==> src/shared/ueoc_pkg.sv <==
// package: offsets, field positions, reset values for the out endpoint control block
package ueoc_pkg;
  localparam logic [7:0] IN_CFG_HIGH_OFS   = 8'h12;
  localparam logic [7:0] OUT_CTRL_LOW_OFS  = 8'h14;
  localparam logic [7:0] OUT_CTRL_HIGH_OFS = 8'h15;
  localparam logic [7:0] OUT_CNT_LOW_OFS   = 8'h16;
  localparam logic [7:0] OUT_CNT_HIGH_OFS  = 8'h17;

  localparam logic [7:0] IN_CFG_HIGH_RST   = 8'h00;
  localparam logic [7:0] OUT_CTRL_LOW_RST  = 8'h00;
  localparam logic [7:0] OUT_CTRL_HIGH_RST = 8'h00;

  // in_endpoint_config_high fields
  localparam int IN_DBL_BIT    = 7;
  localparam int IN_ISO_BIT    = 6;
  localparam int IN_DIR_BIT    = 5;
  localparam int IN_FTOG_BIT   = 3;
  localparam int IN_SPLIT_BIT  = 2;

  // out_endpoint_control_low fields
  localparam int OUT_CLRTOG_BIT = 7;
  localparam int OUT_STSENT_BIT = 6;
  localparam int OUT_SEND_STALL_BIT  = 5;
  localparam int OUT_FLUSH_BIT  = 4;
  localparam int OUT_DERR_BIT   = 3;
  localparam int OUT_OVR_BIT    = 2;
  localparam int OUT_FULL_BIT   = 1;
  localparam int OUT_OPR_BIT    = 0;

  // out_endpoint_control_high fields
  localparam int OUT_DBL_BIT    = 7;
  localparam int OUT_ISO_BIT    = 6;

  localparam int CNT_W          = 10;
  localparam int SLOTS          = 2;
  localparam logic [1:0] USED_ZERO = 2'h0;
  localparam logic [1:0] USED_ONE  = 2'h1;
  localparam logic [1:0] USED_TWO  = 2'h2;

  typedef logic [CNT_W-1:0] ueoc_count_type;
endpackage

==> src/logic/ueoc_top.sv <==
// out endpoint control with in endpoint configuration byte
// Function
// - in double buffer bit enables in double buffering
// - in iso bit selects iso or bulk
// - out endpoint supports interrupt, bulk, iso
// - bulk and interrupt handled identically
// - out interrupt only on ready, stall or overrun
// - iso bit zero means bulk/interrupt mode
// - bulk out packet sets ready, raises interrupt
// - byte count of current packet in registers
// - send stall answers every bulk/interrupt out with stall, iso outs are not stalled
// - each stall sets stall sent, raises interrupt
// - second buffered packet re-sets ready at once
// - iso packet stored, ready set, interrupt
// - iso packet without room sets overrun
// - iso crc error stored, data error set
//
// The strobed register port was chosen for this implementation.
`timescale 1ns/10ps
module ueoc_top
  import ueoc_pkg::*;
(
  input  wire logic             ref_clk_in,
  input  wire logic             arst_n_in,
  input  wire logic [7:0]       reg_addr_in,
  input  wire logic [7:0]       reg_wdata_in,
  input  wire logic             reg_wr_in,
  input  wire logic             reg_rd_in,
  output logic      [7:0]       reg_rdata_out,
  input  wire logic             rx_pkt_valid_in,
  input  wire ueoc_pkg::ueoc_count_type rx_pkt_count_in,
  input  wire logic             rx_crc_err_in,
  input  wire logic             in_pkt_sent_in,
  input  wire logic             in_ack_in,
  output logic                  out_ack_out,
  output logic                  out_nak_out,
  output logic                  out_stall_out,
  output logic                  out_irq_out,
  output logic                  out_toggle_out,
  output logic                  in_toggle_out,
  output logic                  in_double_buffer_out,
  output logic                  in_iso_out,
  output logic                  ep_in_active_out,
  output logic                  ep_out_active_out,
  output logic                  fifo_split_out
);
  import ueoc_pkg::*;

  logic [7:0]     in_cfg_r;
  logic           send_stall_r;
  logic           stall_sent_r;
  logic           overrun_r;
  logic           out_dbl_r;
  logic           out_iso_r;
  logic           opr_r;
  logic [1:0]     used_r;
  logic [1:0]     used_nxt;
  logic           wr_idx_r;
  logic           rd_idx_r;
  ueoc_count_type cnt_r [SLOTS];
  logic           err_r [SLOTS];
  logic           tog_out_r;
  logic           tog_in_r;
  logic [7:0]     rdata_nxt;
  logic           wr_low;
  logic           room;
  logic           do_stall;
  logic           do_store;
  logic           do_overrun;
  logic           pop;

  // register write decode
  assign wr_low   = reg_wr_in && (reg_addr_in == OUT_CTRL_LOW_OFS);
  assign room     = used_r < (out_dbl_r ? USED_TWO : USED_ONE);
  // bulk and interrupt share one path, only iso differs
  assign do_stall   = rx_pkt_valid_in && !out_iso_r && send_stall_r;
  assign do_store   = rx_pkt_valid_in && room && !do_stall
                      && (out_iso_r || !rx_crc_err_in);
  assign do_overrun = rx_pkt_valid_in && out_iso_r && !room;
  // firmware clear of ready or flush releases the head slot
  assign pop = opr_r && wr_low && (!reg_wdata_in[OUT_OPR_BIT] || reg_wdata_in[OUT_FLUSH_BIT]);

  always_comb
  begin
    used_nxt = used_r;
    if (do_store && !pop)
    begin
      used_nxt = used_r + USED_ONE;
    end
    else if (pop && !do_store)
    begin
      used_nxt = used_r - USED_ONE;
    end
  end

  // in endpoint configuration byte
  always_ff @(posedge ref_clk_in or negedge arst_n_in)
  begin
    if (!arst_n_in)
    begin
      in_cfg_r <= IN_CFG_HIGH_RST;
    end
    else if (reg_wr_in && (reg_addr_in == IN_CFG_HIGH_OFS))
    begin
      in_cfg_r <= reg_wdata_in & 8'hec;
    end
  end

  // out control high byte
  always_ff @(posedge ref_clk_in or negedge arst_n_in)
  begin
    if (!arst_n_in)
    begin
      out_dbl_r <= OUT_CTRL_HIGH_RST[OUT_DBL_BIT];
      out_iso_r <= OUT_CTRL_HIGH_RST[OUT_ISO_BIT];
    end
    else if (reg_wr_in && (reg_addr_in == OUT_CTRL_HIGH_OFS))
    begin
      out_dbl_r <= reg_wdata_in[OUT_DBL_BIT];
      out_iso_r <= reg_wdata_in[OUT_ISO_BIT];
    end
  end

  // send stall control
  always_ff @(posedge ref_clk_in or negedge arst_n_in)
  begin
    if (!arst_n_in)
    begin
      send_stall_r <= OUT_CTRL_LOW_RST[OUT_SEND_STALL_BIT];
    end
    else if (wr_low)
    begin
      send_stall_r <= reg_wdata_in[OUT_SEND_STALL_BIT];
    end
  end

  // sticky flags, hardware set wins over firmware clear
  always_ff @(posedge ref_clk_in or negedge arst_n_in)
  begin
    if (!arst_n_in)
    begin
      stall_sent_r <= OUT_CTRL_LOW_RST[OUT_STSENT_BIT];
      overrun_r    <= OUT_CTRL_LOW_RST[OUT_OVR_BIT];
    end
    else
    begin
      if (do_stall)
      begin
        stall_sent_r <= 1'b1;
      end
      else if (wr_low && !reg_wdata_in[OUT_STSENT_BIT])
      begin
        stall_sent_r <= 1'b0;
      end
      if (do_overrun)
      begin
        overrun_r <= 1'b1;
      end
      else if (wr_low && !reg_wdata_in[OUT_OVR_BIT])
      begin
        overrun_r <= 1'b0;
      end
    end
  end

  // packet slots
  always_ff @(posedge ref_clk_in or negedge arst_n_in)
  begin
    if (!arst_n_in)
    begin
      used_r   <= USED_ZERO;
      wr_idx_r <= 1'b0;
      rd_idx_r <= 1'b0;
      cnt_r[0] <= '0;
      cnt_r[1] <= '0;
      err_r[0] <= 1'b0;
      err_r[1] <= 1'b0;
    end
    else
    begin
      used_r <= used_nxt;
      if (do_store)
      begin
        cnt_r[wr_idx_r] <= rx_pkt_count_in;
        err_r[wr_idx_r] <= rx_crc_err_in;
        wr_idx_r        <= out_dbl_r ? !wr_idx_r : wr_idx_r;
      end
      if (pop)
      begin
        rd_idx_r <= out_dbl_r ? !rd_idx_r : rd_idx_r;
      end
    end
  end

  // ready flag follows held packets, so a second packet shows at once
  always_ff @(posedge ref_clk_in or negedge arst_n_in)
  begin
    if (!arst_n_in)
    begin
      opr_r <= OUT_CTRL_LOW_RST[OUT_OPR_BIT];
    end
    else
    begin
      opr_r <= (used_nxt != USED_ZERO);
    end
  end

  // interrupt and handshake pulses
  always_ff @(posedge ref_clk_in or negedge arst_n_in)
  begin
    if (!arst_n_in)
    begin
      out_irq_out   <= 1'b0;
      out_ack_out   <= 1'b0;
      out_nak_out   <= 1'b0;
      out_stall_out <= 1'b0;
    end
    else
    begin
      out_irq_out   <= do_stall || do_overrun
                       || ((!opr_r || pop) && (used_nxt != USED_ZERO));
      out_ack_out   <= do_store && !out_iso_r;
      out_nak_out   <= rx_pkt_valid_in && !out_iso_r && !send_stall_r && !room;
      out_stall_out <= do_stall;
    end
  end

  // data toggles
  always_ff @(posedge ref_clk_in or negedge arst_n_in)
  begin
    if (!arst_n_in)
    begin
      tog_out_r <= 1'b0;
      tog_in_r  <= 1'b0;
    end
    else
    begin
      if (wr_low && reg_wdata_in[OUT_CLRTOG_BIT])
      begin
        tog_out_r <= 1'b0;
      end
      else if (do_store && !out_iso_r)
      begin
        tog_out_r <= !tog_out_r;
      end
      if (in_pkt_sent_in && (in_cfg_r[IN_FTOG_BIT] || in_ack_in))
      begin
        tog_in_r <= !tog_in_r;
      end
    end
  end

  // read mux
  always_comb
  begin
    rdata_nxt = 8'h00;
    if (reg_rd_in)
    begin
      unique case (reg_addr_in)
        IN_CFG_HIGH_OFS:   rdata_nxt = in_cfg_r;
        OUT_CTRL_LOW_OFS:  rdata_nxt = {1'b0, stall_sent_r, send_stall_r, 1'b0,
                                        opr_r && out_iso_r && err_r[rd_idx_r],
                                        overrun_r,
                                        used_r == (out_dbl_r ? USED_TWO : USED_ONE),
                                        opr_r};
        OUT_CTRL_HIGH_OFS: rdata_nxt = {out_dbl_r, out_iso_r, 6'h00};
        OUT_CNT_LOW_OFS:   rdata_nxt = opr_r ? cnt_r[rd_idx_r][7:0] : 8'h00;
        OUT_CNT_HIGH_OFS:  rdata_nxt = opr_r ? {6'h00, cnt_r[rd_idx_r][9:8]} : 8'h00;
        default:           rdata_nxt = 8'h00;
      endcase
    end
  end

  always_ff @(posedge ref_clk_in or negedge arst_n_in)
  begin
    if (!arst_n_in)
    begin
      reg_rdata_out <= 8'h00;
    end
    else
    begin
      reg_rdata_out <= rdata_nxt;
    end
  end

  // configuration outputs
  assign out_toggle_out       = tog_out_r;
  assign in_toggle_out        = tog_in_r;
  assign in_double_buffer_out = in_cfg_r[IN_DBL_BIT];
  assign in_iso_out           = in_cfg_r[IN_ISO_BIT];
  assign fifo_split_out       = in_cfg_r[IN_SPLIT_BIT];
  assign ep_in_active_out     = in_cfg_r[IN_SPLIT_BIT] || in_cfg_r[IN_DIR_BIT];
  assign ep_out_active_out    = in_cfg_r[IN_SPLIT_BIT] || !in_cfg_r[IN_DIR_BIT];
endmodule

==> config.mk <==
export PLATFORM = sky130hd
export DESIGN_NAME = ueoc_top
export DESIGN_NICKNAME = d
export VERILOG_FILES = /design/src/shared/ueoc_pkg.sv /design/src/logic/ueoc_top.sv
export SDC_FILE = /design/constraint.sdc
export NUM_CORES = 1
export LEC_CHECK = 0
export CAP_MARGIN = 15
export CORE_ASPECT_RATIO = 0.75
export CORE_MARGIN = 8
export CORE_UTILIZATION = 45
export DETAILED_ROUTE_END_ITERATION = 16
export DONT_BUFFER_PORTS = 1
export PLACE_DENSITY = 0.6
export SETUP_SLACK_MARGIN = 0.1
export SYNTH_ARGS = -nofsm -noshare
export SYNTH_HDL_FRONTEND = slang
export SYNTH_SLANG_ARGS = --single-unit
export TNS_END_PERCENT = 100
==> constraint.sdc <==
create_clock -name ref_clk_in -period 3.7 [get_ports ref_clk_in]
set_clock_uncertainty 0.15 [all_clocks]
set_input_delay 0.74 -clock ref_clk_in [delete_from_list [all_inputs] [get_ports ref_clk_in]]
set_output_delay 0.74 -clock ref_clk_in [all_outputs]
set_load 0.1 [all_outputs]
==> out/results.ini, run 1 <==
[routing]
first_pass_iters = 4
drt-total-wl_microns = 5090
drc = 0
postRouteAntennaNets = 0
drtIter0Drc = 88
vias = 1486
viasPerCell = 5.65
wl_per_cell_microns = 19.3

[critical_path]
start_kind = flip-flop
cp_top_family = flip-flops
critical_path_arrival_ps = 1880
crit_chain = or2_2
cp_max_fo = 5
crit_required_ps = 2810
crit_slowest_cell = dfrtp_1
cp_slowest_stage_delay_ps = 990
crit_type = flip-flop to output port
crit_buf_inv = 0
end_kind = output port

[synthesis]
syn_inst = 187
synth.most_common_cell = dfrtp_1
yosysUniqueCellTypes = 42
synth_area_leader_cell = dfrtp_1
ys.flop_type = dfrtp_1
synth_async_sr_flop_share = 1.00
syn_avg_cell_area_sq_um = 12.6
synthTopCellsByArea = dfrtp_1, mux2_2, xnor2_1
syn_area_sq_um = 2360
synthTopCellsByCount = dfrtp_1, mux2_2, nand2_1, nor2_1
netlist.area_leader.share = 0.541
ys_seq_elements = 51
ys_warn_count = 0
synth_edf_count = 0
synth-seq-area-share = 0.541
synth_nets = 223

[timing]
finalCritPeriodShare = 0.748
fmax_ghz = 0.361
fin_setup_tns_ps = 0
min_period_ps = 2770
setup_viol = 0
slew_headroom = 0.356
rsz0062_at_grt = false
finalHoldViolations = 0
finalMaxSlewViolations = 0
worst_slew_pin_slew_ps = 966

[pwr]
finalPower_mw = 1.76
peakVddDrop_mv = 0.301
p_per_area_nw_per_um2 = 687
power_leakage_nw = 1.11

[finish]
fillers = 449
utilization = 0.515
multi_input_area_sq_um = 1040
fin_cells = 263
drive_above_1_share = 0.283
ff_latch_area_sq_um = 1280
nets = 227
n_antenna_cell = 0
final_cell_area_sq_um = 2560
areaGrowthSynthToFinish_pct = 8.75

[clock_network]
clock_latency_ps = 300
cts_made_buffers = 5
htree_levels = 2
cts-root-buf = clkbuf_8
clk_path_buf_depth = 2
clk_pin_slew_ps = 80
cts_tree = done
cts_num_sinks = 51
cts_resized = 0
cts_setup_buffers = 0

[run]
maxCapViolations = 0

[place]
finalWeightedCongestion = 0.749
dp_hpwl_microns = 3910
postPlaceCellArea_sq_um = 2430
port_buffers = 0
post-place-cells = 255

[floorplanning]
die_area_sq_um = 7840
core_area_sq_um = 4980
die_height_microns = 78.7
fp.dieW_microns = 99.6
row_count = 22
start_util = 0.473
io_pins = 53

[global_route]
grt_max_degree = 52
grt_pass1_wl_microns = 8670
grt_overflow = 0
grt_pass1_vias = 1670
gr-usage-all-layers = 0.140
antenna_found_initial = 0

[run_status]
outcome = finished, final reports clean

[worst_hold_path]
hp-class = input port to async pin

cell type report:
cell class	count	share of cell area
timing repair buffer	3	0.0166
multi-input combinational	127	0.406
clock buffer	6	0.0283
tap	72	0.0351
inverter	3	0.00439
sequential	51	0.498
clock inverter	1	0.0117
routing by layer:
| metal | wire [microns] | up-vias | share of wire | GRT usage |
|---|---|---|---|---|
| met5 | 0 | - | 0 | 0 |
| met4 | 55 | 0 | 0.011 | 0.0407 |
| met3 | 398 | 7 | 0.078 | 0.0488 |
| met2 | 2380 | 45 | 0.47 | 0.223 |
| met1 | 2250 | 750 | 0.44 | 0.175 |
| li1 | - | 684 | - | - |
final timing paths:
kind / startpoint / to / slack, ps / depth (start not counted)
setup / recovery: in_cfg_r[2] / ep_in_active_out / 930 / 1
hold reg to reg: cnt_r[3] / cnt_r[3] / 350 / 1
max in group asynchronous: arst_n_in / out_dbl_r / 3050 / 1
min in group ref_clk_in: cnt_r[3] / cnt_r[3] / 350 / 1
setup reg to reg: out_dbl_r / cnt_r[5] / 1380 / 6
hold / removal: arst_n_in / in_cfg_r[3] / 140 / 1
report_power, final:
part	total, mW	switching [mW]	internal [mW]
registers	1.02	0.295	0.723
logic	0.379	0.161	0.218
clock network	0.366	0.168	0.198
total	1.76	0.624	1.14
what timing repair did:
item,4_1_cts,5_1_grt
hold buffers,1,0
hold endpoints to repair,51,0
endpoints found under the setup margin,0,0
registers in the layout (all words and copies together) (netlist names), 2 cells and up:
signal,cells
cnt_r,20
reg_rdata_out,8
in_cfg_r,5
err_r,2
used_r,2
layout by cell type, fill, tap and decap left out, types with 3 or more instances in the layout:
cell type and count:
a22oi_1 6, clkbuf_8 5, dfrtp_1 51, inv_1 3
mux2_2 38, nand2_1 11, nand2b_1 4, nand3_1 5
nor2_1 11, nor2b_1 5, o21ai_0 5, xnor2_1 6
metrics by stage:
step | hold WS (ps) | setup slack [ps]
2_1_floorplan | 294 | 1010
3_3_place_gp | 296 | 1250
3_5_place_dp | 297 | 1250
4_1_cts | 144 | 913
5_1_grt | 144 | 882
6_report | 139 | 932
kinds of logic (layout without fill, tap and decap cells):
| group | after synthesis | after routing | share of synthesized area |
|---|---|---|---|
| AOI/OAI and AO/OA | 25 | 25 | 0.0769 |
| xor gates and xnor gates | 6 | 6 | 0.0223 |
| adders and majority gates | 2 | 2 | 0.0106 |
| buffers and inverters | 9 | 13 | 0.0170 |
| DFF | 51 | 51 | 0.541 |
| muxes | 41 | 41 | 0.199 |
| and+or+nand+nor | 53 | 53 | 0.133 |
No activity file was read; power rests on OpenSTA's default activity.
==> inputs of run 2 (changes only) <==
--- a/config.mk
+++ b/config.mk
@@ -5,6 +5,7 @@
 export SDC_FILE = /design/constraint.sdc
 export NUM_CORES = 1
 export LEC_CHECK = 0
+export ABC_AREA = 1
 export CAP_MARGIN = 15
 export CORE_ASPECT_RATIO = 0.75
 export CORE_MARGIN = 8
==> constraint.sdc (replaced) <==
create_clock -name ref_clk_in -period 2.7 [get_ports ref_clk_in]
set_clock_uncertainty 0.15 [all_clocks]
set_input_delay 0.54 -clock ref_clk_in [delete_from_list [all_inputs] [get_ports ref_clk_in]]
set_output_delay 0.54 -clock ref_clk_in [all_outputs]
set_load 0.1 [all_outputs]
==> out/results.ini, run 2 <==
[timing]
finalHoldViolations = 0
worst_slew_pin_slew_ps = 878
setup_viol = 0
fmax_ghz = 0.433
finalWorstSetupSlack_ps = 388
finalMaxSlewViolations = 0
rsz0062_at_grt = false
finalCritPeriodShare = 0.856
fin_setup_tns_ps = 0
slew_headroom = 0.415
min_period_ps = 2310

[finish]
drive_above_1_share = 0.118
final_common_cell = nand2_1
nets = 340
regMostFlops = cnt_r
n_antenna_cell = 0
largestRegisters = cnt_r: 20 flops, reg_rdata_out: 8 flops, in_cfg_r: 5 flops
final_cell_mix = nand2_1, dfrtp_1, inv_1
final_cell_area_sq_um = 2730
utilization = 0.519
fillers = 511
areaGrowthSynthToFinish_pct = 12.9
largest_reg_flops = 20

[routing]
drt-total-wl_microns = 5320
drc = 0
vias = 1788
drtIter0Drc = 79
wl_per_cell_microns = 14.0
postRouteAntennaNets = 0
first_pass_iters = 4
viasPerCell = 4.71

[critical_path]
crit_chain = inv_1, ha_1, a21oi_2, nand3_4, nor2_4, mux2_1
crit_slowest_cell = dfrtp_1
cp_top_family = simple AND/OR/NAND/NOR gates
critPathLaunch = out_dbl_r
end_kind = flip-flop
crit_required_ps = 2750
crit_buf_inv = 1
start_kind = flip-flop
cp_max_fo = 17
r2r-start = out_dbl_r
path_depth = 6
crit_type = flip-flop to flip-flop
critical_path_arrival_ps = 2360
reg2reg_depth = 6
cp_slowest_stage_delay_ps = 380

[synthesis]
synth_edf_count = 0
netlist.area_leader.share = 0.527
syn_avg_cell_area_sq_um = 8.44
synth_nets = 323
ys_seq_elements = 51
yosysUniqueCellTypes = 26
ys_warn_count = 0
synth_area_leader_cell = dfrtp_1
synth.most_common_cell = nand2_1
synth_async_sr_flop_share = 1.00
synthTopCellsByArea = dfrtp_1, nand2_1, inv_1
synth-seq-area-share = 0.527
synthTopCellsByCount = nand2_1, dfrtp_1, inv_1
syn_inst = 287
ys.flop_type = dfrtp_1
syn_area_sq_um = 2420

[place]
finalWeightedCongestion = 0.791
postPlaceCellArea_sq_um = 2580
pre_cts_slack_ps = 373
dp_hpwl_microns = 4030
port_buffers = 0

[pwr]
p_per_area_nw_per_um2 = 887
internal_power_mw = 1.49
swShare = 0.386
power_leakage_nw = 1.37
power_switching_mw = 0.936
power_frac_seq = 0.474
peakVddDrop_mv = 0.522
power_frac_comb = 0.303
clkPwrFrac = 0.224

[clock_network]
cts_resized = 0
cts_made_buffers = 5
cts_num_sinks = 51
clock_latency_ps = 300
cts_setup_buffers = 0
cts_tree = done
cts-root-buf = clkbuf_8
clk_path_buf_depth = 2
clk_pin_slew_ps = 100
cts-hold-fix-buffers = 2
htree_levels = 2

[global_route]
grt_max_degree = 52
grt_pass1_wl_microns = 9020
gr-usage-all-layers = 0.143
grt_overflow = 0
antenna_found_initial = 0
grt_pass1_vias = 1795

[floorplanning]
core_area_sq_um = 5270
fp.dieW_microns = 101
row_count = 23
start_util = 0.460
die_area_sq_um = 8010
io_pins = 53
die_height_microns = 79.5

[worst_hold_path]
hp-class = input port to flip-flop
min_from = reg_wdata_in[7]
hold_depth = 1

[run_status]
outcome = finished, final reports clean

[run]
maxCapViolations = 0

run 2: changes by cell type in the layout (fill, tap and decap cells not counted), moves of 4 or more:
cell and delta:
mux2_2 -38, o221ai_1 +4, nand3_1 +4, inv_1 +41, a22oi_1 -6, nor2b_1 -5
nand2b_1 -4, nand2_1 +73, nor2_1 +9, mux2_1 +5, o21ai_0 +24, a21oi_1 +5
buf_4 +10
run 2: area by class of cell:
type / instances / area (sq um) / share of cell area
multi-input cells: 185 / 947 / 0.346
clock inverters: 3 / 43.8 / 0.0160
well taps: 75 / 93.8 / 0.0343
clock buffers: 5 / 68.8 / 0.0252
flip-flops and latches: 51 / 1280 / 0.467
inverters: 47 / 176 / 0.0645
repair buffers: 14 / 128 / 0.0467
run 2: stage by stage:
| step | hold WS [ps] | instances | power (mW) |
|---|---|---|---|
| 2_1_floorplan | 94.4 | 287 | 1.73 |
| 3_3_place_gp | 97.4 | 370 | 1.87 |
| 3_5_place_dp | 97.4 | 370 | 1.89 |
| 4_1_cts | 154 | 380 | 2.45 |
| 5_1_grt | 142 | 380 | 2.62 |
| 6_report | 159 | 380 | 2.42 |
run 2: final timing paths:
| kind | endpoint | slack, ps |
|---|---|---|
| min in group asynchronous | cnt_r[2] | 580 |
| max in group asynchronous | stall_sent_r | 1600 |
| max | cnt_r[9] | 390 |
| min | out_toggle_out | 160 |
| min reg2reg | cnt_r[12] | 320 |
| max reg2reg | cnt_r[9] | 390 |
run 2: layer usage:
layer  GRT usage  share of wire  vias to the layer above
met4      0.0361         0.0090                        0
li1            -              -                      939
met2       0.210           0.42                       36
met1       0.201           0.50                      804
met5           0              0                        -
met3      0.0409          0.073                        9
run 2: cells by family (layout without fill, tap and decap cells):
logic type                 count (synthesis)  after routing  share of synthesized area
and+or+nand+nor                          126            126                      0.226
DFF                                       51             51                      0.527
buffers and inverters                     51             69                     0.0821
AOI/OAI and AO/OA                         49             49                      0.120
muxes                                      5              5                     0.0232
xor gates and xnor gates                   3              3                     0.0108
adders and majority gates                  2              2                     0.0103
run 2: power groups by stage:
stage	Combinational, mW	Sequential [mW]	Clock [mW]
floorplan	0.456	1.28	0
global placement	0.710	1.16	0
detailed placement	0.725	1.16	0
CTS	0.750	1.15	0.555
global route	0.841	1.18	0.595
finish	0.734	1.15	0.542
